### config.mk
export PLATFORM = sky130hd
export DESIGN_NAME = mtc_top
export DESIGN_NICKNAME = d
export VERILOG_FILES = /design/src/inc/mtc_pkg.sv /design/src/inc/mtc_pin_if.sv /design/src/verilog/mtc_filter.sv /design/src/verilog/mtc_top.sv
export SDC_FILE = /design/constraint.sdc
export NUM_CORES = 1
export LEC_CHECK = 0
export BUFFER_PORTS_ARGS = -buffer_cell sky130_fd_sc_hd__buf_2
export CORE_MARGIN = 2
export CORE_UTILIZATION = 45
export DETAILED_ROUTE_END_ITERATION = 8
export PLACE_DENSITY = 0.77
export SLEW_MARGIN = 20
export SYNTH_ARGS = -nofsm -noshare
export SYNTH_HDL_FRONTEND = slang
export SYNTH_SLANG_ARGS = --single-unit
### constraint.sdc
create_clock -name mclk_in -period 2.6 [get_ports mclk_in]
set_input_delay 0.39 -clock mclk_in [delete_from_list [all_inputs] [get_ports mclk_in]]
set_output_delay 0.39 -clock mclk_in [all_outputs]
set_load 0.02 [all_outputs]
### src/inc/mtc_pkg.sv
package mtc_pkg;

  // Register byte addresses on the Wishbone slave.
  localparam logic [7:0] ADR_CTRL  = 8'h00;
  localparam logic [7:0] ADR_CMPA  = 8'h04;
  localparam logic [7:0] ADR_CAPB  = 8'h08;
  localparam logic [7:0] ADR_CNT   = 8'h0c;
  localparam logic [7:0] ADR_ISTAT = 8'h10;
  localparam logic [7:0] ADR_IMASK = 8'h14;

  // Widths of the counter, the control word, the prescalers and the filter counter.
  localparam int CNT_W    = 16;
  localparam int CTRL_W   = 10;
  localparam int PRE_W    = 11;
  localparam int FSDIV_W  = 3;
  localparam int FILT_W   = 3;

  // Prescaler taps, as the exponent of the divider.
  localparam int TAP_DIV11 = 11;
  localparam int TAP_DIV7  = 7;
  localparam int TAP_DIV3  = 3;

  // Start control codes.
  localparam logic [1:0] START_STOP = 2'h0;
  localparam logic [1:0] START_CMD  = 2'h1;
  localparam logic [1:0] START_RISE = 2'h2;
  localparam logic [1:0] START_FALL = 2'h3;

  // Source clock select codes.
  localparam logic [1:0] SRC_DIV11 = 2'h0;
  localparam logic [1:0] SRC_DIV7  = 2'h1;
  localparam logic [1:0] SRC_DIV3  = 2'h2;
  localparam logic [1:0] SRC_PIN   = 2'h3;

  // Operating mode codes; only the basic family counts in this block.
  localparam logic [1:0] MODE_BASIC  = 2'h0;
  localparam logic [1:0] MODE_WINDOW = 2'h1;
  localparam logic [1:0] MODE_PULSE  = 2'h2;
  localparam logic [1:0] MODE_PPG    = 2'h3;

  // Noise rejection: unless slow_mode bypasses the filter, pulses this many fc periods or shorter are dropped.
  localparam int FILT_REJECT_FC  = 4;
  localparam int FC_PER_MCLK     = 1;
  localparam int FILT_REJECT_CYC = FILT_REJECT_FC * FC_PER_MCLK;

  // Values after reset.
  localparam logic [CNT_W-1:0]  CMPA_RST  = 16'hffff;
  localparam logic [CTRL_W-1:0] CTRL_RST  = 10'h000;
  localparam logic              IMASK_RST = 1'b0;

  // Control word layout, low bit last.
  typedef struct packed {
    logic       slow_mode;
    logic       prescaler_tap_select;
    logic       auto_capture_enable;
    logic       trigger_stop_select;
    logic [1:0] mode_select;
    logic [1:0] source_clock_select;
    logic [1:0] start_control;
  } mtc_ctrl_t;

  // Run state of the external trigger timer.
  typedef enum logic {MTC_HALT, MTC_RUN} mtc_run_t;

endpackage

### src/inc/mtc_pin_if.sv
`timescale 1ns/1ps
interface mtc_pin_if;
  logic bypass;
  logic level;
  logic rise;
  logic fall;
  modport filt (input bypass, output level, output rise, output fall);
  modport core (output bypass, input level, input rise, input fall);
endinterface

### src/verilog/mtc_filter.sv
`timescale 1ns/1ps
module mtc_filter #(
  parameter int REJECT_CYC = mtc_pkg::FILT_REJECT_CYC
) (
  // Clock and reset.
  input  wire logic  mclk_in,
  input  wire logic  rst_in,
  // Raw timer input pin.
  input  wire logic  pin_in,
  // Filtered level and edges.
  mtc_pin_if.filt    pin_if
);
  import mtc_pkg::*;

  typedef struct packed {
    logic              s1;
    logic              s2;
    logic              level;
    logic [FILT_W-1:0] cnt;
    logic              rise;
    logic              fall;
  } mtc_filt_t;

  mtc_filt_t s_r;
  mtc_filt_t s_nxt;

  // Synchronise, then accept a level once it outlasts the reject time, or at once when bypass is set.
  always_comb begin
    s_nxt = s_r;
    s_nxt.s1 = pin_in;
    s_nxt.s2 = s_r.s1;
    s_nxt.rise = 1'b0;
    s_nxt.fall = 1'b0;
    if (s_r.s2 == s_r.level) begin
      s_nxt.cnt = '0;
    end else if (pin_if.bypass) begin
      s_nxt.level = s_r.s2;
      s_nxt.rise = s_r.s2;
      s_nxt.fall = ~s_r.s2;
      s_nxt.cnt = '0;
    end else if (s_r.cnt == FILT_W'(REJECT_CYC)) begin
      s_nxt.level = s_r.s2;
      s_nxt.rise = s_r.s2;
      s_nxt.fall = ~s_r.s2;
      s_nxt.cnt = '0;
    end else begin
      s_nxt.cnt = s_r.cnt + 1'b1;
    end
  end

  // State register.
  always_ff @(posedge mclk_in) begin
    if (rst_in) begin
      s_r <= '0;
    end else begin
      s_r <= s_nxt;
    end
  end

  // Filtered outputs.
  assign pin_if.level = s_r.level;
  assign pin_if.rise  = s_r.rise;
  assign pin_if.fall  = s_r.fall;

endmodule

### src/verilog/mtc_top.sv
`timescale 1ns/1ps
module mtc_top #(
  parameter int FILTER_REJECT_CYC = mtc_pkg::FILT_REJECT_CYC
) (
  // Clock and reset.
  input  wire logic        mclk_in,
  input  wire logic        rst_in,
  // Wishbone classic slave.
  input  wire logic        wb_cyc_in,
  input  wire logic        wb_stb_in,
  input  wire logic        wb_we_in,
  input  wire logic [7:0]  wb_adr_in,
  input  wire logic [3:0]  wb_sel_in,
  input  wire logic [31:0] wb_dat_in,
  output wire logic [31:0] wb_dat_out,
  output wire logic        wb_ack_out,
  // Pins.
  input  wire logic        timer_input_pin_in,
  input  wire logic        fs_clk_in,
  // Interrupt.
  output wire logic        irq_out
);
  import mtc_pkg::*;

  typedef struct packed {
    mtc_ctrl_t          ctrl;
    logic [CNT_W-1:0]   cmp_stage;
    logic               cmp_pend;
    logic [CNT_W-1:0]   compare_register_a;
    logic [CNT_W-1:0]   capture_register_b;
    logic [CNT_W-1:0]   cnt;
    mtc_run_t           run;
    logic [PRE_W-1:0]   pre;
    logic [FSDIV_W-1:0] fsdiv;
    logic               fs_s1;
    logic               fs_s2;
    logic               fs_s3;
    logic               irq_st;
    logic               irq_mask;
    logic               ack;
    logic [31:0]        rdat;
  } mtc_state_t;

  mtc_state_t       s_r;
  mtc_state_t       s_nxt;
  mtc_pin_if        pin_if ();

  logic             fs_tick;
  logic             int_tick;
  logic             cnt_edge;
  logic             opp_edge;
  logic             src_edge;
  logic             basic;
  logic             on_pin;
  logic             is_timer;
  logic             is_ext;
  logic             is_event;
  logic             match;
  logic             cnt_tick;
  logic             req;
  logic             irq_set;
  logic             irq_clr;
  logic [CTRL_W-1:0] ctrl_w;

  // Pin synchroniser and noise filter.
  mtc_filter #(
    .REJECT_CYC (FILTER_REJECT_CYC)
  ) u_filter (
    .mclk_in (mclk_in),
    .rst_in  (rst_in),
    .pin_in  (timer_input_pin_in),
    .pin_if  (pin_if)
  );

  assign pin_if.bypass = s_r.ctrl.slow_mode;

  // Prescaler taps and mode decode.
  always_comb begin
    fs_tick = (s_r.fs_s2 & ~s_r.fs_s3) & (s_r.fsdiv == {FSDIV_W{1'b1}});
    int_tick = 1'b0;
    case (s_r.ctrl.source_clock_select)
      SRC_DIV11: begin
        if (s_r.ctrl.prescaler_tap_select || s_r.ctrl.slow_mode) begin
          int_tick = fs_tick;
        end else begin
          int_tick = (s_r.pre[TAP_DIV11-1:0] == {TAP_DIV11{1'b1}});
        end
      end
      SRC_DIV7: begin
        int_tick = (s_r.pre[TAP_DIV7-1:0] == {TAP_DIV7{1'b1}});
      end
      SRC_DIV3: begin
        int_tick = (s_r.pre[TAP_DIV3-1:0] == {TAP_DIV3{1'b1}});
      end
      default: begin
        int_tick = 1'b0;
      end
    endcase
    cnt_edge = (s_r.ctrl.start_control == START_FALL) ? pin_if.fall : pin_if.rise;
    opp_edge = (s_r.ctrl.start_control == START_FALL) ? pin_if.rise : pin_if.fall;
    on_pin   = (s_r.ctrl.source_clock_select == SRC_PIN);
    src_edge = on_pin ? cnt_edge : int_tick;
    basic    = (s_r.ctrl.mode_select == MODE_BASIC);
    is_timer = basic & ~on_pin & (s_r.ctrl.start_control == START_CMD);
    is_ext   = basic & ~on_pin & s_r.ctrl.start_control[1];
    is_event = basic & on_pin & s_r.ctrl.start_control[1];
    match    = (s_r.cnt == s_r.compare_register_a);
    cnt_tick = is_timer ? int_tick : (is_event ? cnt_edge : 1'b0);
    req      = wb_cyc_in & wb_stb_in & ~s_r.ack;
    irq_clr  = req & ~wb_we_in & (wb_adr_in == ADR_ISTAT);
  end

  // Next state: bus, prescalers, counter, capture and interrupt.
  always_comb begin
    s_nxt = s_r;
    irq_set = 1'b0;
    ctrl_w = s_r.ctrl;
    s_nxt.ack = 1'b0;
    s_nxt.fs_s1 = fs_clk_in;
    s_nxt.fs_s2 = s_r.fs_s1;
    s_nxt.fs_s3 = s_r.fs_s2;
    s_nxt.pre = s_r.pre + 1'b1;
    if (s_r.fs_s2 & ~s_r.fs_s3) begin
      s_nxt.fsdiv = s_r.fsdiv + 1'b1;
    end

    if (s_r.cmp_pend && src_edge) begin
      s_nxt.compare_register_a = s_r.cmp_stage;
      s_nxt.cmp_pend = 1'b0;
    end

    // Counter modes.
    // stopped state clears counter
    if ((s_r.ctrl.start_control == START_STOP) || !basic) begin
      s_nxt.cnt = '0;
      s_nxt.run = MTC_HALT;
    end else if (is_timer) begin
      if (int_tick) begin
        if (match) begin
          s_nxt.cnt = '0;
          irq_set = 1'b1;
        end else begin
          s_nxt.cnt = s_r.cnt + 1'b1;
        end
      end
    end else if (is_ext) begin
      case (s_r.run)
        MTC_HALT: begin
          if (cnt_edge) begin
            s_nxt.run = MTC_RUN;
          end
        end
        MTC_RUN: begin
          if (s_r.ctrl.trigger_stop_select && opp_edge) begin
            s_nxt.cnt = '0;
            s_nxt.run = MTC_HALT;
          end else if (int_tick && match) begin
            s_nxt.cnt = '0;
            s_nxt.run = MTC_HALT;
            irq_set = 1'b1;
          end else if (int_tick) begin
            s_nxt.cnt = s_r.cnt + 1'b1;
          end
        end
        default: begin
          s_nxt.run = MTC_HALT;
        end
      endcase
    end else if (is_event) begin
      if (cnt_edge) begin
        s_nxt.cnt = s_r.cnt + 1'b1;
      end else if (opp_edge && match) begin
        s_nxt.cnt = '0;
        irq_set = 1'b1;
      end
    end

    if (s_r.ctrl.auto_capture_enable && cnt_tick) begin
      s_nxt.capture_register_b = s_r.cnt;
    end

    // Register access; one wait state, ack for one cycle.
    if (req) begin
      s_nxt.ack = 1'b1;
      case (wb_adr_in)
        ADR_CTRL:  s_nxt.rdat = {22'h000000, s_r.ctrl};
        ADR_CMPA:  s_nxt.rdat = {16'h0000, s_r.compare_register_a};
        ADR_CAPB:  s_nxt.rdat = {16'h0000, s_r.capture_register_b};
        ADR_CNT:   s_nxt.rdat = {16'h0000, s_r.cnt};
        ADR_ISTAT: s_nxt.rdat = {31'h00000000, s_r.irq_st};
        ADR_IMASK: s_nxt.rdat = {31'h00000000, s_r.irq_mask};
        default:   s_nxt.rdat = 32'h00000000;
      endcase
      if (wb_we_in) begin
        s_nxt.rdat = 32'h00000000;
        case (wb_adr_in)
          ADR_CTRL: begin
            if (wb_sel_in[0]) begin
              ctrl_w[7:0] = wb_dat_in[7:0];
            end
            if (wb_sel_in[1]) begin
              ctrl_w[CTRL_W-1:8] = wb_dat_in[CTRL_W-1:8];
            end
            s_nxt.ctrl = ctrl_w;
          end
          ADR_CMPA: begin
            if (wb_sel_in[0]) begin
              s_nxt.cmp_stage[7:0] = wb_dat_in[7:0];
            end
            if (wb_sel_in[1]) begin
              s_nxt.cmp_stage[15:8] = wb_dat_in[15:8];
              s_nxt.cmp_pend = 1'b1;
            end
          end
          ADR_IMASK: begin
            if (wb_sel_in[0]) begin
              s_nxt.irq_mask = wb_dat_in[0];
            end
          end
          default: begin
            s_nxt.cmp_pend = s_nxt.cmp_pend;
          end
        endcase
      end
    end

    // Sticky match flag; a new event wins over the read clear.
    s_nxt.irq_st = irq_set | (s_r.irq_st & ~irq_clr);
  end

  // State register with synchronous reset.
  always_ff @(posedge mclk_in) begin
    if (rst_in) begin
      s_r <= '0;
      s_r.ctrl <= CTRL_RST;
      s_r.cmp_stage <= CMPA_RST;
      s_r.compare_register_a <= CMPA_RST;
      s_r.irq_mask <= IMASK_RST;
      s_r.run <= MTC_HALT;
    end else begin
      s_r <= s_nxt;
    end
  end

  // Outputs.
  assign wb_dat_out = s_r.rdat;
  assign wb_ack_out = s_r.ack;
  assign irq_out    = s_r.irq_st & s_r.irq_mask;

endmodule
==> run_results.csv <==
group,metric,value,unit
grt,grt_pass1_vias,4656,
final_layout,post-route-cell-area,0.00668,sq mm
place,gp_congestion,0.944,
timing,hold_viol,0,
detailed_routing,drc,0,
detailed_routing,wl,14.0,mm
setup_path,cp-end-kind,"flip-flop",
setup_path,crit_type,"flip-flop to flip-flop",
power_and_ir_drop,powerDensity,672,mW/mm^2
floorplanning,fp.dieH,118,um
setup_path,cp-start-kind,"flip-flop",
job,maxCapViolations,0,
cts,clock-sinks,120,
yosys,async_reset_ff_share,0,%
yosys,syn_inst,643,
final_layout,antennaDiodeCount,0,
yosys,syn_avg_cell_area,9.05,sq um
place,placed_area,0.00605,sq mm
cts,cts-root-buf,"clkbuf_16",
yosys,ys_seq_area_share,41.3,%
timing,setup_viol,0,
cts,cts_buffers,17,
grt,grt_antenna_before_repair,0,
timing,skew,0.00714,ns
power_and_ir_drop,p_leak,2.75,nW
yosys,yosys-top-cells-count,"120 x dfxtp_1, 58 x nor2_1, 47 x nand2_1",
cts,cts-htree-levels,4,
floorplanning,initial_core_util,46.1,%
timing,maxSlewViolCount,0,
power_and_ir_drop,switching_share,20.6,%
yosys,synthTopCellsByArea,"dfxtp_1 41%, mux2i_1 5.5%, buf_4 4.4%",
status,status,"completed",
yosys,synth_flop_cell,"dfxtp_1",
grt,grtUsageTotal,20.9,%
floorplanning,core,0.0126,sq mm
detailed_routing,dr.pass1.iters,5,
detailed_routing,antenna_left,0,
cts,worstSkewPairLatency,0.41,ns
final_layout,drive_above_1_share,18.5,%
power_and_ir_drop,p_switching,924,uW
place,port_buffers,50,
power_and_ir_drop,combinationalPowerShare,3.4,%
floorplanning,chipWidth,118,um
setup_path,cp_max_fo,31,
detailed_routing,vias,4791,
grt,grt_overflow,0,
detailed_routing,drt_iter0_markers,332,
power_and_ir_drop,peakVddDrop,0.000411,V
timing,period_share,92.6,%
yosys,yosys.area.top_type,"dfxtp_1",
place,hpwl,9.73,mm
setup_path,crit_arrival,2.75,ns
floorplanning,io_pins,85,
yosys,ys_warn_count,0,
timing,fin_tns_setup,0,ns
final_layout,num-fill-cells,1149,
detailed_routing,vias_per_cell,5.62,
setup_path,cp_data_required_time,2.94,ns
final_layout,layout.nets,726,
floorplanning,fp-row-count,41,
final_layout,syn2layout_area_growth,14.7,%
timing,worstMarginPinSlew,0.597,ns
cts,ctsResizeCount,0,
cts,cts.path.max_buffers,2,
timing,fmaxAchievable,415,MHz
yosys,synth_top_area_share,41.3,%
yosys,synth.most_common_cell,"dfxtp_1",
min_path,hold_path.class,"input pin to flip-flop",
grt,grt_max_degree,73,
cts,cts_tree,"yes",
cts,post-cts-setup-buffer-count,0,
timing,finalCriticalPeriod,2.41,ns
yosys,synth_cell_types,55,
detailed_routing,wl_per_cell,16.4,um
yosys,synth_enable_flop_cells,0,
floorplanning,dieArea,0.0139,sq mm
timing,rsz0062_at_grt,"false",
timing,slew_headroom,59.8,%
grt,grt_first_pass_wirelength,23.1,mm
power_and_ir_drop,power.share.clock,55.2,%
power_and_ir_drop,seq_power_share,41.4,%
yosys,syn_area,0.00582,sq mm
power_and_ir_drop,p_int,3.56,mW
cts,hold_buffers,0,
yosys,synth-seq-cells,120,
cts,clk_pin_slew,0.05,ns
-- logic make-up after synthesis --
family,share of synthesized area [%]
compound gates,12.7
other cells,0.0644
flops,41.3
fa+ha+maj,1.50
buf+inv,8.02
mux,10.7
xor+xnor,3.91
simple gates,21.8
-- cells in the final DEF, fill, tap and decap left out, types with 6 or more instances in the layout --
cell type	instances
o31ai_1	12
nand4_1	7
a22oi_1	15
or3_1	6
nor2_1	58
a22o_1	6
buf_4	17
nand2_1	47
o21ai_0	23
nand2b_1	17
mux4_2	10
clkbuf_16	17
nand3_1	35
dfxtp_1	120
nor2b_1	11
mux2i_1	32
conb_1	16
and3_1	9
or4_1	13
mux2_2	7
xnor2_1	23
a21oi_1	39
buf_2	50
nand3b_1	17
ha_1	7
inv_1	7
-- routing by layer --
layer / share of wire (%) / global-route usage [%] / vias to the layer above / routed length (um)
met5: 0 / 0 / - / 0
met4: 1.9 / 7.30 / 0 / 264
met3: 7.7 / 4.80 / 27 / 1090
met2: 47 / 33.8 / 193 / 6540
met1: 44 / 27.3 / 2276 / 6120
li1: - / - / 2295 / -
-- flip-flops by register name, summed over array words and instances (netlist names) --
name and flops:
u_filter.s_r 4, u_filter.pin_if.fall 1, s_r 92, s_nxt 2
u_filter.pin_if.rise 1, u_filter.s_nxt 1, wb_ack_out 1, u_filter.pin_if.level 1
wb_dat_out 16, pin_if.bypass 1
-- critical path, stage by stage, from the launching register on --
cell and delay (ns):
dfxtp_1 0.50, xnor2_1 0.18, nand4_1 0.17, nor4_4 0.47, a2bb2oi_2 0.14, buf_12 0.19
or4_1 0.52, a21oi_1 0.16
-- stage by stage --
step	power (mW)	setup slack (ns)	cells	hold slack (ns)	util [%]
2_1_floorplan	2.02	0.341	658	0.414	-
6_report	4.48	0.192	852	0.185	52.9
4_1_cts	4.52	0.224	852	0.174	52.9
5_1_grt	4.64	0.0759	852	0.208	52.9
3_3_place_gp	2.04	0.341	821	0.417	47.9
3_5_place_dp	2.05	0.256	821	0.422	47.9
-- final timing paths --
path	slack, ns	depth (start not counted)	end	start
min reg2reg	0.43	1	u_filter.s_r[6]$_SDFF_PP0_	u_filter.s_nxt[6]$_SDFF_PP0_
min	0.19	2	u_filter.s_nxt[6]$_SDFF_PP0_	timer_input_pin_in
max	0.19	7	s_r[59]$_SDFFE_PP0P_	s_r[56]$_SDFFE_PP0P_
max reg2reg	0.19	7	s_r[59]$_SDFFE_PP0P_	s_r[56]$_SDFFE_PP0P_
-- layout make-up --
cell class / instances / area (sq um) / share of cell area [%]
sequential: 120 / 2400 / 36.0
multi-input combinational: 454 / 3010 / 45.1
clock inverter: 11 / 170 / 2.55
tap: 172 / 215 / 3.22
timing repair buffer: 68 / 398 / 5.96
clock buffer: 20 / 457 / 6.84
inverter: 7 / 26.3 / 0.393
-- power by group through the flow --
stage / combinational (mW) / clock (mW) / sequential, mW
2_1_floorplan: 0.121 / 0 / 1.89
3_3_place_gp: 0.147 / 0 / 1.89
3_5_place_dp: 0.150 / 0 / 1.90
4_1_cts: 0.151 / 2.51 / 1.86
5_1_grt: 0.165 / 2.61 / 1.86
6_report: 0.152 / 2.48 / 1.86
No activity file was read; power rests on OpenSTA's default activity.
